### src/logic/cbs_pkg.sv
// Purpose: Shared constants and types for the circular output buffer with function swap.
// Assumes: Byte addresses on the local register port, 32-bit data words.
// Notes: Buffer words are 17 bits: sample in [15:0], end-of-frame mark in bit 16.
package cbs_pkg;

  // Local register byte offsets
  localparam logic [7:0] CBS_OFF_BOARD_CTRL = 8'h00;
  localparam logic [7:0] CBS_OFF_ASSY_CFG = 8'h10;
  localparam logic [7:0] CBS_OFF_BUF_OPS = 8'h14;
  localparam logic [7:0] CBS_OFF_BUF_DATA = 8'h18;
  localparam logic [7:0] CBS_OFF_DMA_MODE = 8'h80;
  localparam logic [7:0] CBS_OFF_DMA_HADDR = 8'h84;
  localparam logic [7:0] CBS_OFF_DMA_LADDR = 8'h88;
  localparam logic [7:0] CBS_OFF_DMA_COUNT = 8'h8C;
  localparam logic [7:0] CBS_OFF_DMA_DESC = 8'h90;
  localparam logic [7:0] CBS_OFF_DMA_CMD = 8'hA8;

  // Fixed local address of the output data buffer, as a DMA target
  localparam logic [31:0] CBS_BUF_LOCAL_ADDR = 32'h0000_0018;

  // Buffer word layout
  localparam int CBS_WORD_W = 17;
  localparam int CBS_EOF_BIT = 16;

  // Board control fields
  localparam int CBS_BCR_ISEL_LSB = 8;
  localparam int CBS_BCR_ISEL_W = 3;
  localparam int CBS_BCR_IPEND = 11;
  localparam logic [2:0] CBS_ISEL_BUF_OPEN = 3'h6;
  localparam logic [2:0] CBS_ISEL_SWAP_DONE = 3'h7;

  // Buffer operations fields
  localparam int CBS_BOPS_CIRC = 0;
  localparam int CBS_BOPS_CLK_EN = 1;
  localparam int CBS_BOPS_CLEAR = 2;
  localparam int CBS_BOPS_LOAD_REQ = 3;
  localparam int CBS_BOPS_LOAD_RDY = 4;
  localparam int CBS_BOPS_EMPTY = 5;
  localparam int CBS_BOPS_REFUSED = 6;
  localparam int CBS_BOPS_FIFO_FULL = 7;

  // DMA mode fields
  localparam logic [1:0] CBS_MODE_WIDTH32 = 2'h3;
  localparam int CBS_MODE_DONE_IEN = 10;
  localparam int CBS_MODE_LADDR_CONST = 11;
  localparam int CBS_MODE_DEMAND = 12;
  localparam int CBS_MODE_FAST_TERM = 15;
  localparam int CBS_DESC_DIR = 3;

  // DMA command/status fields
  localparam int CBS_CMD_EN = 0;
  localparam int CBS_CMD_START = 1;
  localparam int CBS_CMD_CLR_INT = 3;
  localparam int CBS_CMD_DONE = 4;

  // Reset values and figures
  localparam logic [31:0] CBS_DMA_REG_RST = 32'h0000_0000;
  localparam logic [11:0] CBS_FW_DEMAND_MIN = 12'h007;
  localparam logic [31:0] CBS_BYTES_PER_BEAT = 32'h0000_0004;

  typedef enum logic [1:0] {
    CBS_LINEAR,
    CBS_CLOSED,
    CBS_OPEN
  } cbs_state_t;

endpackage

### src/logic/cbs_fifo.sv
// Purpose: Staging FIFO between the bus-side writers and the output buffer.
// Assumes: DEPTH is a power of two.
// Notes: in_ready is a flop so a source can use it without a combinational path.
`timescale 1ns/1ps
module cbs_fifo #(
  parameter int W = 17,
  parameter int DEPTH = 8
) (
  input wire logic clk,
  input wire logic rst_n,
  input wire logic ce,
  input wire logic clr,
  input wire logic in_valid,
  output logic in_ready,
  input wire logic [W-1:0] in_data,
  output logic out_valid,
  input wire logic out_ready,
  output logic [W-1:0] out_data
);
  localparam int AW = $clog2(DEPTH);

  logic [W-1:0] mem_q [DEPTH];
  logic [AW-1:0] wp_q;
  logic [AW-1:0] rp_q;
  logic [AW:0] cnt_q;
  logic [AW:0] cnt_d;
  logic not_full_q;
  logic push;
  logic pop;

  assign push = in_valid & not_full_q;
  assign pop = out_valid & out_ready;
  assign in_ready = not_full_q;
  assign out_valid = (cnt_q != '0);
  assign out_data = mem_q[rp_q];

  // Occupancy after this cycle's push and pop
  always_comb begin
    cnt_d = cnt_q;
    if (push && !pop) begin
      cnt_d = cnt_q + 1'b1;
    end else if (pop && !push) begin
      cnt_d = cnt_q - 1'b1;
    end
  end

  // Pointers and count; full flag registered from the next count
  always_ff @(posedge clk) begin
    if (!rst_n) begin
      wp_q <= '0;
      rp_q <= '0;
      cnt_q <= '0;
      not_full_q <= 1'b1;
    end else if (ce) begin
      if (clr) begin
        wp_q <= '0;
        rp_q <= '0;
        cnt_q <= '0;
        not_full_q <= 1'b1;
      end else begin
        if (push) wp_q <= wp_q + 1'b1;
        if (pop) rp_q <= rp_q + 1'b1;
        cnt_q <= cnt_d;
        not_full_q <= (cnt_d != (AW+1)'(DEPTH));
      end
    end
  end

  // Storage has no reset; only the pointers matter
  always_ff @(posedge clk) begin
    if (ce && push && !clr) begin
      mem_q[wp_q] <= in_data;
    end
  end

endmodule // cbs_fifo

### src/logic/cbs_core.sv
// Purpose: Output buffer sequencing with gapless function swap and DMA loading.
// Assumes: One clock; sample clock arrives on a pin; bridge logic shares clk.
// Notes: Registers sit on a local strobe port at their byte offsets.
//
// Summary of operation
// - Closed circular buffer refuses bus writes into the data buffer.
// - With swap requested, buffer opens at the old set's end-of-frame mark.
// - Buffer open raises an interrupt request when that source is selected.
// - Open buffer stops recirculating and discards old values once sent.
// - Outputs keep coming from old values until they have drained.
// - Last old value out recloses the buffer; new set follows gaplessly.
// - Reclosing clears the swap request bit and the buffer open flag.
// - Selectable swap-complete interrupt fires when the buffer recloses.
// - DMA into the buffer in block or demand mode, board as master.
// - DMA uses the fixed non-incrementing local buffer address 18h.
// - Descriptor value zero selects PCI-to-local transfer direction.
// - Block mode needs 32-bit width in the DMA mode register.
// - Mode bit 12 high selects demand mode, rest as block mode.
// - Demand mode requires slow termination, mode bit 15 low.
// - Demand mode exists only from firmware revision 7 onward.
// - Circular mode replays the loaded set until a swap drains and discards it.
`timescale 1ns/1ps
module cbs_core
  import cbs_pkg::*;
#(
  parameter int BUF_DEPTH = 64,
  parameter int FIFO_DEPTH = 8,
  parameter logic [11:0] FW_REV = 12'h009
) (
  input wire logic clk,
  input wire logic rst_n,
  input wire logic ce,
  input wire logic reg_wr,
  input wire logic reg_rd,
  input wire logic [7:0] reg_addr,
  input wire logic [31:0] reg_wdata,
  output logic [31:0] reg_rdata,
  output logic reg_rvalid,
  input wire logic bus_master_en,
  output logic dma_req,
  output logic [31:0] dma_addr,
  input wire logic dma_rvalid,
  input wire logic [31:0] dma_rdata,
  output logic dma_rready,
  input wire logic sample_clk_pin,
  output logic [15:0] dac_data,
  output logic dac_eof,
  output logic dac_update,
  output logic irq
);
  localparam int AW = $clog2(BUF_DEPTH);

  // Wrapping pointer step for the replay ring
  function automatic logic [AW-1:0] ptr_inc(input logic [AW-1:0] p);
    ptr_inc = (p == AW'(BUF_DEPTH - 1)) ? '0 : p + 1'b1;
  endfunction

  // Address match for a write strobe
  function automatic logic wr_hit(input logic [7:0] a, input logic [7:0] off);
    wr_hit = reg_wr && (a == off);
  endfunction

  cbs_state_t state_q;
  logic [CBS_WORD_W-1:0] ring_q [BUF_DEPTH];
  logic [AW-1:0] wp_q;
  logic [AW-1:0] rp_q;
  logic [AW:0] cnt_q;
  logic [AW:0] old_left_q;
  logic [2:0] samp_sync_q;
  logic circ_q;
  logic clk_en_q;
  logic load_req_q;
  logic load_rdy_q;
  logic refused_q;
  logic [2:0] isel_q;
  logic ipend_q;
  logic [31:0] mode_q;
  logic [31:0] haddr_q;
  logic [31:0] laddr_q;
  logic [31:0] bcnt_q;
  logic [31:0] desc_q;
  logic cmd_en_q;
  logic cmd_done_q;
  logic dma_busy_q;
  logic [CBS_WORD_W-1:0] head;
  logic [CBS_WORD_W-1:0] fifo_od;
  logic fifo_ov;
  logic fifo_or;
  logic fifo_ir;
  logic fifo_iv;
  logic samp_edge;
  logic clr;
  logic tick;
  logic repush;
  logic fill;
  logic open_evt;
  logic close_evt;
  logic pio_ok;
  logic dma_start;
  logic dma_cfg_ok;
  logic demand;
  logic beat;
  logic last;

  ////////////////////////////////////////////////////////////////////////////
  // Sample clock pin: two-flop synchroniser, third flop only for the edge
  always_ff @(posedge clk) begin
    if (!rst_n) begin
      samp_sync_q <= '0;
    end else if (ce) begin
      samp_sync_q <= {samp_sync_q[1:0], sample_clk_pin};
    end
  end
  assign samp_edge = samp_sync_q[1] & ~samp_sync_q[2];

  ////////////////////////////////////////////////////////////////////////////
  // Replay ring control terms
  assign clr = wr_hit(reg_addr, CBS_OFF_BUF_OPS) & reg_wdata[CBS_BOPS_CLEAR];
  assign head = ring_q[rp_q];
  assign tick = samp_edge & clk_en_q & (cnt_q != '0) & ~clr;
  // Closed replay puts every sent word back at the tail
  assign repush = tick & (state_q == CBS_CLOSED);
  // Ring fill only when no sample is taken and the buffer is not closed
  assign fifo_or = ~tick & ~clr & (state_q != CBS_CLOSED) & (cnt_q != (AW+1)'(BUF_DEPTH));
  assign fill = fifo_or & fifo_ov;
  assign open_evt = tick & (state_q == CBS_CLOSED) & load_req_q & head[CBS_EOF_BIT];
  assign close_evt = tick & (state_q == CBS_OPEN) & (old_left_q == (AW+1)'(1));

  // Buffer state: circular bit closes it, swap opens it, drain recloses it
  always_ff @(posedge clk) begin
    if (!rst_n) begin
      state_q <= CBS_LINEAR;
    end else if (ce) begin
      case (state_q)
        CBS_LINEAR: if (circ_q && !clr) state_q <= CBS_CLOSED;
        CBS_CLOSED: begin
          if (!circ_q || clr) state_q <= CBS_LINEAR;
          else if (open_evt) state_q <= CBS_OPEN;
        end
        CBS_OPEN: begin
          if (!circ_q || clr) state_q <= CBS_LINEAR;
          else if (close_evt) state_q <= CBS_CLOSED;
        end
        default: state_q <= CBS_LINEAR;
      endcase
    end
  end

  // Ring pointers and count; the old set is one full frame deep when opened
  always_ff @(posedge clk) begin
    if (!rst_n) begin
      wp_q <= '0;
      rp_q <= '0;
      cnt_q <= '0;
      old_left_q <= '0;
    end else if (ce) begin
      if (clr) begin
        wp_q <= '0;
        rp_q <= '0;
        cnt_q <= '0;
        old_left_q <= '0;
      end else begin
        if (tick) rp_q <= ptr_inc(rp_q);
        if (repush || fill) wp_q <= ptr_inc(wp_q);
        // Open buffer discards each sent word instead of recirculating it
        if (tick && !repush) cnt_q <= cnt_q - 1'b1;
        else if (fill) cnt_q <= cnt_q + 1'b1;
        if (open_evt) old_left_q <= cnt_q;
        else if (tick && state_q == CBS_OPEN) old_left_q <= old_left_q - 1'b1;
      end
    end
  end

  // Ring storage; a repushed word keeps its end-of-frame mark
  always_ff @(posedge clk) begin
    if (ce && !clr && (repush || fill)) begin
      ring_q[wp_q] <= repush ? head : fifo_od;
    end
  end

  // Outputs are driven only from the ring head, old values first
  always_ff @(posedge clk) begin
    if (!rst_n) begin
      dac_data <= '0;
      dac_eof <= 1'b0;
      dac_update <= 1'b0;
    end else if (ce) begin
      dac_update <= tick;
      if (tick) begin
        dac_data <= head[15:0];
        dac_eof <= head[CBS_EOF_BIT];
      end
    end
  end

  ////////////////////////////////////////////////////////////////////////////
  // Buffer operations register
  always_ff @(posedge clk) begin
    if (!rst_n) begin
      circ_q <= 1'b0;
      clk_en_q <= 1'b0;
      load_req_q <= 1'b0;
      load_rdy_q <= 1'b0;
      refused_q <= 1'b0;
    end else if (ce) begin
      if (wr_hit(reg_addr, CBS_OFF_BUF_OPS)) begin
        circ_q <= reg_wdata[CBS_BOPS_CIRC];
        clk_en_q <= reg_wdata[CBS_BOPS_CLK_EN];
      end
      // A software set wins over the automatic clear in the same cycle
      if (wr_hit(reg_addr, CBS_OFF_BUF_OPS) && !clr) load_req_q <= reg_wdata[CBS_BOPS_LOAD_REQ];
      else if (close_evt || clr) load_req_q <= 1'b0;
      if (open_evt) load_rdy_q <= 1'b1;
      else if (close_evt || clr) load_rdy_q <= 1'b0;
      // Dropped data writes are sticky; writing one clears unless a new drop lands
      if (wr_hit(reg_addr, CBS_OFF_BUF_DATA) && !pio_ok) refused_q <= 1'b1;
      else if (wr_hit(reg_addr, CBS_OFF_BUF_OPS) && reg_wdata[CBS_BOPS_REFUSED]) refused_q <= 1'b0;
    end
  end

  ////////////////////////////////////////////////////////////////////////////
  // Board control: interrupt source select and pending flag
  always_ff @(posedge clk) begin
    if (!rst_n) begin
      isel_q <= '0;
      ipend_q <= 1'b0;
      irq <= 1'b0;
    end else if (ce) begin
      if (wr_hit(reg_addr, CBS_OFF_BOARD_CTRL)) begin
        isel_q <= reg_wdata[CBS_BCR_ISEL_LSB +: CBS_BCR_ISEL_W];
      end
      // Event set beats the host clear of the pending flag
      if ((open_evt && isel_q == CBS_ISEL_BUF_OPEN) ||
          (close_evt && isel_q == CBS_ISEL_SWAP_DONE)) begin
        ipend_q <= 1'b1;
      end else if (wr_hit(reg_addr, CBS_OFF_BOARD_CTRL)) begin
        ipend_q <= reg_wdata[CBS_BCR_IPEND];
      end
      irq <= ipend_q | (cmd_done_q & mode_q[CBS_MODE_DONE_IEN]);
    end
  end

  ////////////////////////////////////////////////////////////////////////////
  // Staging FIFO: DMA beats have priority, direct writes only when idle
  assign pio_ok = wr_hit(reg_addr, CBS_OFF_BUF_DATA) & (state_q != CBS_CLOSED)
                  & ~dma_busy_q & fifo_ir;
  assign beat = dma_busy_q & dma_rvalid & fifo_ir;
  assign fifo_iv = beat | pio_ok;

  cbs_fifo #(
    .W(CBS_WORD_W),
    .DEPTH(FIFO_DEPTH)
  ) u_fifo (
    .clk(clk),
    .rst_n(rst_n),
    .ce(ce),
    .clr(clr),
    .in_valid(fifo_iv),
    .in_ready(fifo_ir),
    .in_data(dma_busy_q ? dma_rdata[CBS_WORD_W-1:0] : reg_wdata[CBS_WORD_W-1:0]),
    .out_valid(fifo_ov),
    .out_ready(fifo_or),
    .out_data(fifo_od)
  );

  // Ready is the FIFO's registered not-full flag; a closed ring stalls DMA
  assign dma_rready = fifo_ir;

  ////////////////////////////////////////////////////////////////////////////
  // DMA engine checks and handshake terms
  assign dma_cfg_ok = (mode_q[1:0] == CBS_MODE_WIDTH32)
                      & mode_q[CBS_MODE_LADDR_CONST] & (laddr_q == CBS_BUF_LOCAL_ADDR)
                      & ~desc_q[CBS_DESC_DIR]
                      & (bcnt_q != '0);
  // Start takes enable and start together, with bus mastering granted
  assign dma_start = wr_hit(reg_addr, CBS_OFF_DMA_CMD) & reg_wdata[CBS_CMD_EN]
                     & reg_wdata[CBS_CMD_START] & bus_master_en & ~dma_busy_q & dma_cfg_ok;
  // Older firmware or fast termination falls back to block mode
  assign demand = mode_q[CBS_MODE_DEMAND] & ~mode_q[CBS_MODE_FAST_TERM]
                  & (FW_REV >= CBS_FW_DEMAND_MIN);
  assign last = beat & (bcnt_q <= CBS_BYTES_PER_BEAT);

  // DMA configuration registers, frozen while a transfer runs
  always_ff @(posedge clk) begin
    if (!rst_n) begin
      mode_q <= CBS_DMA_REG_RST;
      laddr_q <= CBS_DMA_REG_RST;
      desc_q <= CBS_DMA_REG_RST;
    end else if (ce && !dma_busy_q) begin
      if (wr_hit(reg_addr, CBS_OFF_DMA_MODE)) mode_q <= reg_wdata;
      if (wr_hit(reg_addr, CBS_OFF_DMA_LADDR)) laddr_q <= reg_wdata;
      if (wr_hit(reg_addr, CBS_OFF_DMA_DESC)) desc_q <= reg_wdata;
    end
  end

  // Source address and byte count advance per accepted beat
  always_ff @(posedge clk) begin
    if (!rst_n) begin
      haddr_q <= CBS_DMA_REG_RST;
      bcnt_q <= CBS_DMA_REG_RST;
    end else if (ce) begin
      if (beat) begin
        haddr_q <= haddr_q + CBS_BYTES_PER_BEAT;
        bcnt_q <= last ? '0 : bcnt_q - CBS_BYTES_PER_BEAT;
      end else if (!dma_busy_q) begin
        if (wr_hit(reg_addr, CBS_OFF_DMA_HADDR)) haddr_q <= reg_wdata;
        if (wr_hit(reg_addr, CBS_OFF_DMA_COUNT)) bcnt_q <= reg_wdata;
      end
    end
  end

  // Command/status and the request line toward the bridge
  always_ff @(posedge clk) begin
    if (!rst_n) begin
      cmd_en_q <= 1'b0;
      cmd_done_q <= 1'b0;
      dma_busy_q <= 1'b0;
      dma_req <= 1'b0;
      dma_addr <= '0;
    end else if (ce) begin
      if (wr_hit(reg_addr, CBS_OFF_DMA_CMD)) cmd_en_q <= reg_wdata[CBS_CMD_EN];
      if (dma_start) dma_busy_q <= 1'b1;
      else if (last) dma_busy_q <= 1'b0;
      // Completion set wins over a host clear in the same cycle
      if (last) cmd_done_q <= 1'b1;
      else if (dma_start || (wr_hit(reg_addr, CBS_OFF_DMA_CMD) && reg_wdata[CBS_CMD_CLR_INT])) begin
        cmd_done_q <= 1'b0;
      end
      // Demand mode drops the request while the FIFO has no room
      dma_req <= (dma_start | (dma_busy_q & ~last)) & (~demand | fifo_ir);
      dma_addr <= beat ? haddr_q + CBS_BYTES_PER_BEAT : haddr_q;
    end
  end

  ////////////////////////////////////////////////////////////////////////////
  // Register readback, one cycle after the read strobe; unmapped reads zero
  always_ff @(posedge clk) begin
    if (!rst_n) begin
      reg_rdata <= '0;
      reg_rvalid <= 1'b0;
    end else if (ce) begin
      reg_rvalid <= reg_rd;
      if (reg_rd) begin
        reg_rdata <= '0;
        case (reg_addr)
          CBS_OFF_BOARD_CTRL: begin
            reg_rdata[CBS_BCR_ISEL_LSB +: CBS_BCR_ISEL_W] <= isel_q;
            reg_rdata[CBS_BCR_IPEND] <= ipend_q;
          end
          CBS_OFF_ASSY_CFG: reg_rdata[11:0] <= FW_REV;
          CBS_OFF_BUF_OPS: begin
            reg_rdata[CBS_BOPS_CIRC] <= circ_q;
            reg_rdata[CBS_BOPS_CLK_EN] <= clk_en_q;
            reg_rdata[CBS_BOPS_LOAD_REQ] <= load_req_q;
            reg_rdata[CBS_BOPS_LOAD_RDY] <= load_rdy_q;
            reg_rdata[CBS_BOPS_EMPTY] <= (cnt_q == '0);
            reg_rdata[CBS_BOPS_REFUSED] <= refused_q;
            reg_rdata[CBS_BOPS_FIFO_FULL] <= ~fifo_ir;
          end
          CBS_OFF_DMA_MODE: reg_rdata <= mode_q;
          CBS_OFF_DMA_HADDR: reg_rdata <= haddr_q;
          CBS_OFF_DMA_LADDR: reg_rdata <= laddr_q;
          CBS_OFF_DMA_COUNT: reg_rdata <= bcnt_q;
          CBS_OFF_DMA_DESC: reg_rdata <= desc_q;
          CBS_OFF_DMA_CMD: begin
            reg_rdata[CBS_CMD_EN] <= cmd_en_q;
            reg_rdata[CBS_CMD_DONE] <= cmd_done_q;
          end
          default: reg_rdata <= '0;
        endcase
      end
    end
  end

endmodule // cbs_core

### config.mk
export PLATFORM = sky130hd
export DESIGN_NAME = cbs_core
export DESIGN_NICKNAME = d
export VERILOG_FILES = /design/src/logic/cbs_pkg.sv /design/src/logic/cbs_fifo.sv /design/src/logic/cbs_core.sv
export SDC_FILE = /design/constraint.sdc
export NUM_CORES = 2
export LEC_CHECK = 0
export BUFFER_PORTS_ARGS = -buffer_cell sky130_fd_sc_hd__buf_2
export CAP_MARGIN = 20
export CORE_UTILIZATION = 30
export CTS_CLUSTER_DIAMETER = 40
export DETAILED_ROUTE_END_ITERATION = 6
export SLEW_MARGIN = 20
export SYNTH_ARGS = -nofsm -noshare
export SYNTH_HDL_FRONTEND = slang
export SYNTH_SLANG_ARGS = --single-unit
### constraint.sdc
create_clock -name clk -period 7.2 [get_ports clk]
set_input_delay 1.08 -clock clk [delete_from_list [all_inputs] [get_ports clk]]
set_output_delay 1.08 -clock clk [all_outputs]
set_load 0.01 [all_outputs]
## Word level (Yosys, flattened, before mapping)

Memories as Yosys holds them, arrays and structs flattened. A register that Yosys moved wholly into a read port is not among the register bits.
Cells that the tools add are included.

| word-level totals | value |
|---|---|
| flip-flop bits (word level) | 299 |
| latch bits | 0 |
| RAM bits | 1224 |
| ROM bits | 0 |
| input port bits | 80 |
| output and inout port bits | 86 |
| logic and storage cells | 262 |
| memories | 2 |

Memory list:

| name | depth | width | read ports | clocked after Yosys merged registers in | write ports | RTL line | text |
|---|---|---|---|---|---|---|---|
| ring_q | 64 | 17 | 1 | 1 | 1 | cbs_core.sv:64 | `logic [CBS_WORD_W-1:0] ring_q [BUF_DEPTH];` |
| u_fifo.mem_q | 8 | 17 | 1 | 1 | 1 | cbs_fifo.sv:22 | `logic [W-1:0] mem_q [DEPTH];` |

| operators by class | value |
|---|---|
| add/sub/neg operators | 11 |
| multiply operators | 0 |
| divide/modulo/power cells | 0 |
| magnitude comparators | 1 |
| equal/unequal tests | 25 |
| shift-type cells | 0 |
| muxes and demuxes | 63 |
| bitwise operators | 47 |
| reduce and logical (&&, ||, !) cells | 80 |

Operators with widths:

| operator | count |
|---|---|
| $mux W32 | 8 |
| $pmux W20 S5 | 1 |
| $eq A8 B8 Y1 const B | 6 |
| $mux W6 | 8 |
| $mux W7 | 6 |
| $reduce_and A2 Y1 | 20 |
| $and A1 B1 Y1 | 34 |
| $mux W17 | 2 |
| $add A32 B3 Y32 const B | 1 |
| $eq A32 B5 Y1 const B | 1 |
| $le A32 B3 Y1 const B | 1 |
| $reduce_bool A32 Y1 | 1 |
| $sub A32 B3 Y32 const B | 1 |
| $logic_and A1 B1 Y1 | 25 |
| $eq A8 B5 Y1 const B | 3 |
| $pmux W4 S6 | 1 |
| $reduce_bool A2 Y1 | 12 |
| $mux W3 | 6 |
| $pmux W3 S6 | 1 |
| $mux W1 | 16 |
| $pmux W1 S7 | 2 |
| $sub A7 B1 Y7 const B | 2 |
| $add A6 B1 Y6 const B | 2 |
| $eq A6 B6 Y1 const B | 2 |
| 31 further kinds | 65 |

## Depth between registers and ports, before layout

| depth | value |
|---|---|
| depth in word-level cells | 15 |
| mapped depth | 13 |
| mapped depth without buffers | 11 |

## Cells and area by module

Synthesis repeated with hierarchy kept, for this count alone.

| second synthesis, totals | value |
|---|---|
| cells, all modules | 3818 |
| area, all modules | 61741.7 um2 |

By module, submodules not included:

| module | instances | cells each | area an instance (um2) | sequential area each (um2) |
|---|---|---|---|---|
| cbs_core | 1 | 3514 | 55767.2 | 38557.0 |
| cbs_fifo | 1 | 304 | 5974.5 | 4364.2 |

## Worst setup path after synthesis

OpenSTA, ideal clock, no wires.

| path | value |
|---|---|
| kind | in2reg |
| start point | in reg_addr[4] |
| end point | mem ring_q[0][16], data pin |
| setup time | 0.701 ns |
| arrival | 4.629 ns |
| data required time | 6.499 ns |
| path slack | 1.869 ns |
| stages | 6 |
| cell sequence | or4b_1 -> clkbuf_1 -> or3_1 -> nand3_1 -> clkbuf_1 -> o21ai_0 |

| on the way | value |
|---|---|
| longest elaborated chain between the ends | 7 |

Ends and longest elaborated chain:

| what | RTL line | text |
|---|---|---|
| start, declared | cbs_core.sv:35 | `input wire logic [7:0] reg_addr,` |
| $eq A8 B5 Y1 | cbs_core.sv:60 | `wr_hit = reg_wr && (a == off);` |
| $logic_and A1 B1 Y1 | cbs_core.sv:60 |  |
| $and A1 B1 Y1 | cbs_core.sv:118 | `assign clr = wr_hit(reg_addr, CBS_OFF_BUF_OPS) & reg_wdata[CBS_BOPS_CLEAR];` |
| $not A1 Y1 | cbs_core.sv:120 | `assign tick = samp_edge & clk_en_q & (cnt_q != '0) & ~clr;` |
| $and A1 B1 Y1 | cbs_core.sv:120 |  |
| $and A1 B1 Y1 | cbs_core.sv:122 | `assign repush = tick & (state_q == CBS_CLOSED);` |
| $mux W17 | cbs_core.sv:177 | `ring_q[wp_q] <= repush ? head : fifo_od;` |
| end, declared | cbs_core.sv:64 |  |

No other way between the ends.

==> qor.txt <==
Unique cell type count in the Yosys netlist: 81
Hold Vio Cnt, Final: 0
Post-Route Skew: 0.0674 ns
CP peak stage delay: 0.84 ns
Tcrit/Tclk final: 64.0%
Ys Warns: 0
Final instance count without filler cells: 6920
Fmax: 217 MHz
Vias in the first global route: 35400
Area leader, netlist: edfxtp_1
TritonCTS clock tree: done
Num ports: 166
Grt total ovfl: 0
Syn Nets: 3944
Crit path top cell by count: mux4_2
Final #Nets: 4156
Via count: 36300
Core Area: 205000 um^2
Final antenna-violating net count: 0
Pre-CTS setup slack: 2.06 ns
Global placer's final weighted congestion: 0.855
Top cells by area, synth: edfxtp_1, mux4_2, dfxtp_1
IO Port Bufs: 150
GR Util All Layers: 15.8%
Reg clk slew, reported paths: 0.06 ns
Post-synth top flop: edfxtp_1
Cell at the slowest stage of the critical path: dfxtp_4
Wire length per cell: 24.2 um
Worst-path cell chain: buf_12, mux4_2, mux4_2, mux4_2, nor2_1, a21oi_4, buf_8, buf_8, buf_4
Pin count of the biggest net entering global routing: 83
CP Capture Type: register
Ys async rst share: 0%
CTS Root Cell: clkbuf_16
Number of synthesized flops with an enable pin: 1224
Post-DP HPWL: 101 mm
Setup TNS: 0 ns
Tightest Pin Transition: 1.12 ns
Initial Utilization: 30.2%
Post-Route WL: 168 mm
Status: complete, no violations
DR vias/cell: 5.24
Multi-input gate area: 18300 um^2
Clock buffer depth: 3
Mapped Cells: 3846
Yosys reg bits: 1532
Fill count: 19100
Yosys top cell area share: 59.4%
Drc violations: 0
CTS buffer count: 195
Worst Path Arrival: 5.13 ns
Layout cell share with drive strength beyond 1: 26.7%
Max-Cap Viols: 0
Post_cts resized: 0
Drt first-iter violations: 4258
Rel. slew slack: 24.7%
Postcts setup bufs: 0
# hold bufs at CTS: 0
Critical path class: register to register
Max Slew Vio Count: 0
Row count: 166
Chip width: 456 um
Register area: 42900 um^2
RSZ-0062 raised after global routing: no
DRT Pass-1 Iters: 6
Register area share after synthesis: 69.3%
Clk sink count: 1532
Hold Crit Class: register to register
Endpoints failing setup: 0
Worst-path fanout max: 75
Worst IR drop on VDD: 0.293 mV
Synth-to-layout area growth: 18.5%
Final setup margin: 2.59 ns
Die Y: 456 um
Final Critical Period: 4.61 ns
First-pass GRT wire length: 244 mm
Initial antenna violation count: 4
Clock Latency Late Sink: 0.84 ns
P_leak: 22.9 nW
Worst Path Required: 7.72 ns
CTS HTree Levels: 4
Post-Place Cells: 6543
Die area: 208000 um^2
Worst setup SP type: register
Mean Syn Cell Area: 16.1 um^2
Pwr/cell area: 306 nW/um^2
Mapped cell area: 61900 um^2
[critical path: cells and delay by family (launching register included)]
kind            cells  cell delay (ns)
compound gates      1             0.15
buf+inv             4             1.15
flops               1             0.84
mux                 3             1.79
simple gates        1             0.21
[cells in the final DEF (no fill, tap or decap), types with 27 or more instances in the layout]
cell	netlist	final
edfxtp_1	1224	1224
clkbuf_16	0	198
clkbuf_1	197	27
nand3_1	69	67
mux2i_1	88	87
buf_4	5	117
o21ai_0	166	165
nor3_1	31	29
a221oi_1	29	29
nor2_2	0	54
a21oi_1	231	215
a22oi_1	44	44
nor2_1	245	180
mux4_2	374	374
buf_2	37	149
nand2_1	354	354
dfxtp_1	308	303
[registers in the layout, summed over array words and instances, names as in the netlist, 2 cells and up, named ones only]
signal and count:
desc_q 32, laddr_q 32, cnt_q 7, bcnt_q 32, dac_data 16, u_fifo.cnt_q 4, isel_q 3, u_fifo.wp_q 3
state_q 2, ring_q 1088, haddr_q 32, reg_rdata 32, old_left_q 7, wp_q 6, dma_addr 32, u_fifo.mem_q 136
samp_sync_q 3, rp_q 6, u_fifo.rp_q 3, mode_q 32
[layout make-up]
type,count,area share (%)
Tap cell,2688,4.58
Antenna cell,3,0.0102
Clock inverter,130,2.10
Multi-Input combinational cell,2022,24.9
Clock buffer,238,7.14
Sequential cell,1532,58.5
Inverter,27,0.145
Timing Repair Buffer,280,2.61
[cells by family (layout without fill, tap and decap cells)]
family | count (synthesis) | after routing | synth area share (%)
flip-flops | 1532 | 1532 | 69.3
AND/OR/NAND/NOR | 869 | 869 | 6.45
AO/OA/AOI/OAI | 620 | 620 | 6.08
multiplexers | 482 | 482 | 15.4
buffers and inverters | 292 | 675 | 1.90
XOR/XNOR | 33 | 33 | 0.467
adder cells (fa/ha/maj) | 18 | 18 | 0.376
other | 0 | 3 | 0
[per-stage QoR]
| stage | utilization (%) | power, mW | hold WS, ns | cell area [um^2] |
|---|---|---|---|---|
| final | 35.8 | 22.5 | 0.451 | 73400 |
| after detailed placement | 32.4 | 12.7 | 0.442 | 66400 |
| after floorplan | - | 11.8 | 0.434 | 61900 |
| after CTS | 35.8 | 22.6 | 0.454 | 73200 |
| after global routing | 35.8 | 23.1 | 0.470 | 73400 |
| after global placement | 32.4 | 12.6 | 0.439 | 66400 |
[routing by layer]
layer | vias to the layer above | share of wire (%) | GRT usage [%]
met4 | 2 | 2.4 | 4.54
met5 | - | 0.0083 | 0
li1 | 15700 | - | -
met1 | 18900 | 42 | 21.3
met2 | 1425 | 48 | 25.7
met3 | 248 | 7.4 | 2.96
[synth_stat cells (25+ instances only)]
cell type,count
o21ai_0,166
a21oi_1,231
nand4_1,25
mux2i_1,88
nor3_1,31
inv_1,26
a211oi_1,25
nand3_1,69
nor2_1,245
clkbuf_1,197
nand2_1,354
buf_2,37
a221oi_1,29
dfxtp_1,308
edfxtp_1,1224
a22oi_1,44
mux4_2,374
[path summary, 6_finish.rpt]
check	startpoint	end	slack, ns	cells past startpoint
max reg2reg	register	ring_q[63][3]	2.59	9
min reg2reg	dac_data[10]	dac_data[10]	0.45	2
max	register	ring_q[63][3]	2.59	9
min	dac_data[10]	dac_data[10]	0.45	2
[where the power goes]
group          total (mW)  leakage, nW  internal [mW]  switching (mW)
clock network        9.92         3.25           5.98            3.95
logic                2.11         6.11          0.605            1.51
registers            10.4         13.5           10.3          0.0762
No activity file was read; power rests on OpenSTA's default activity.
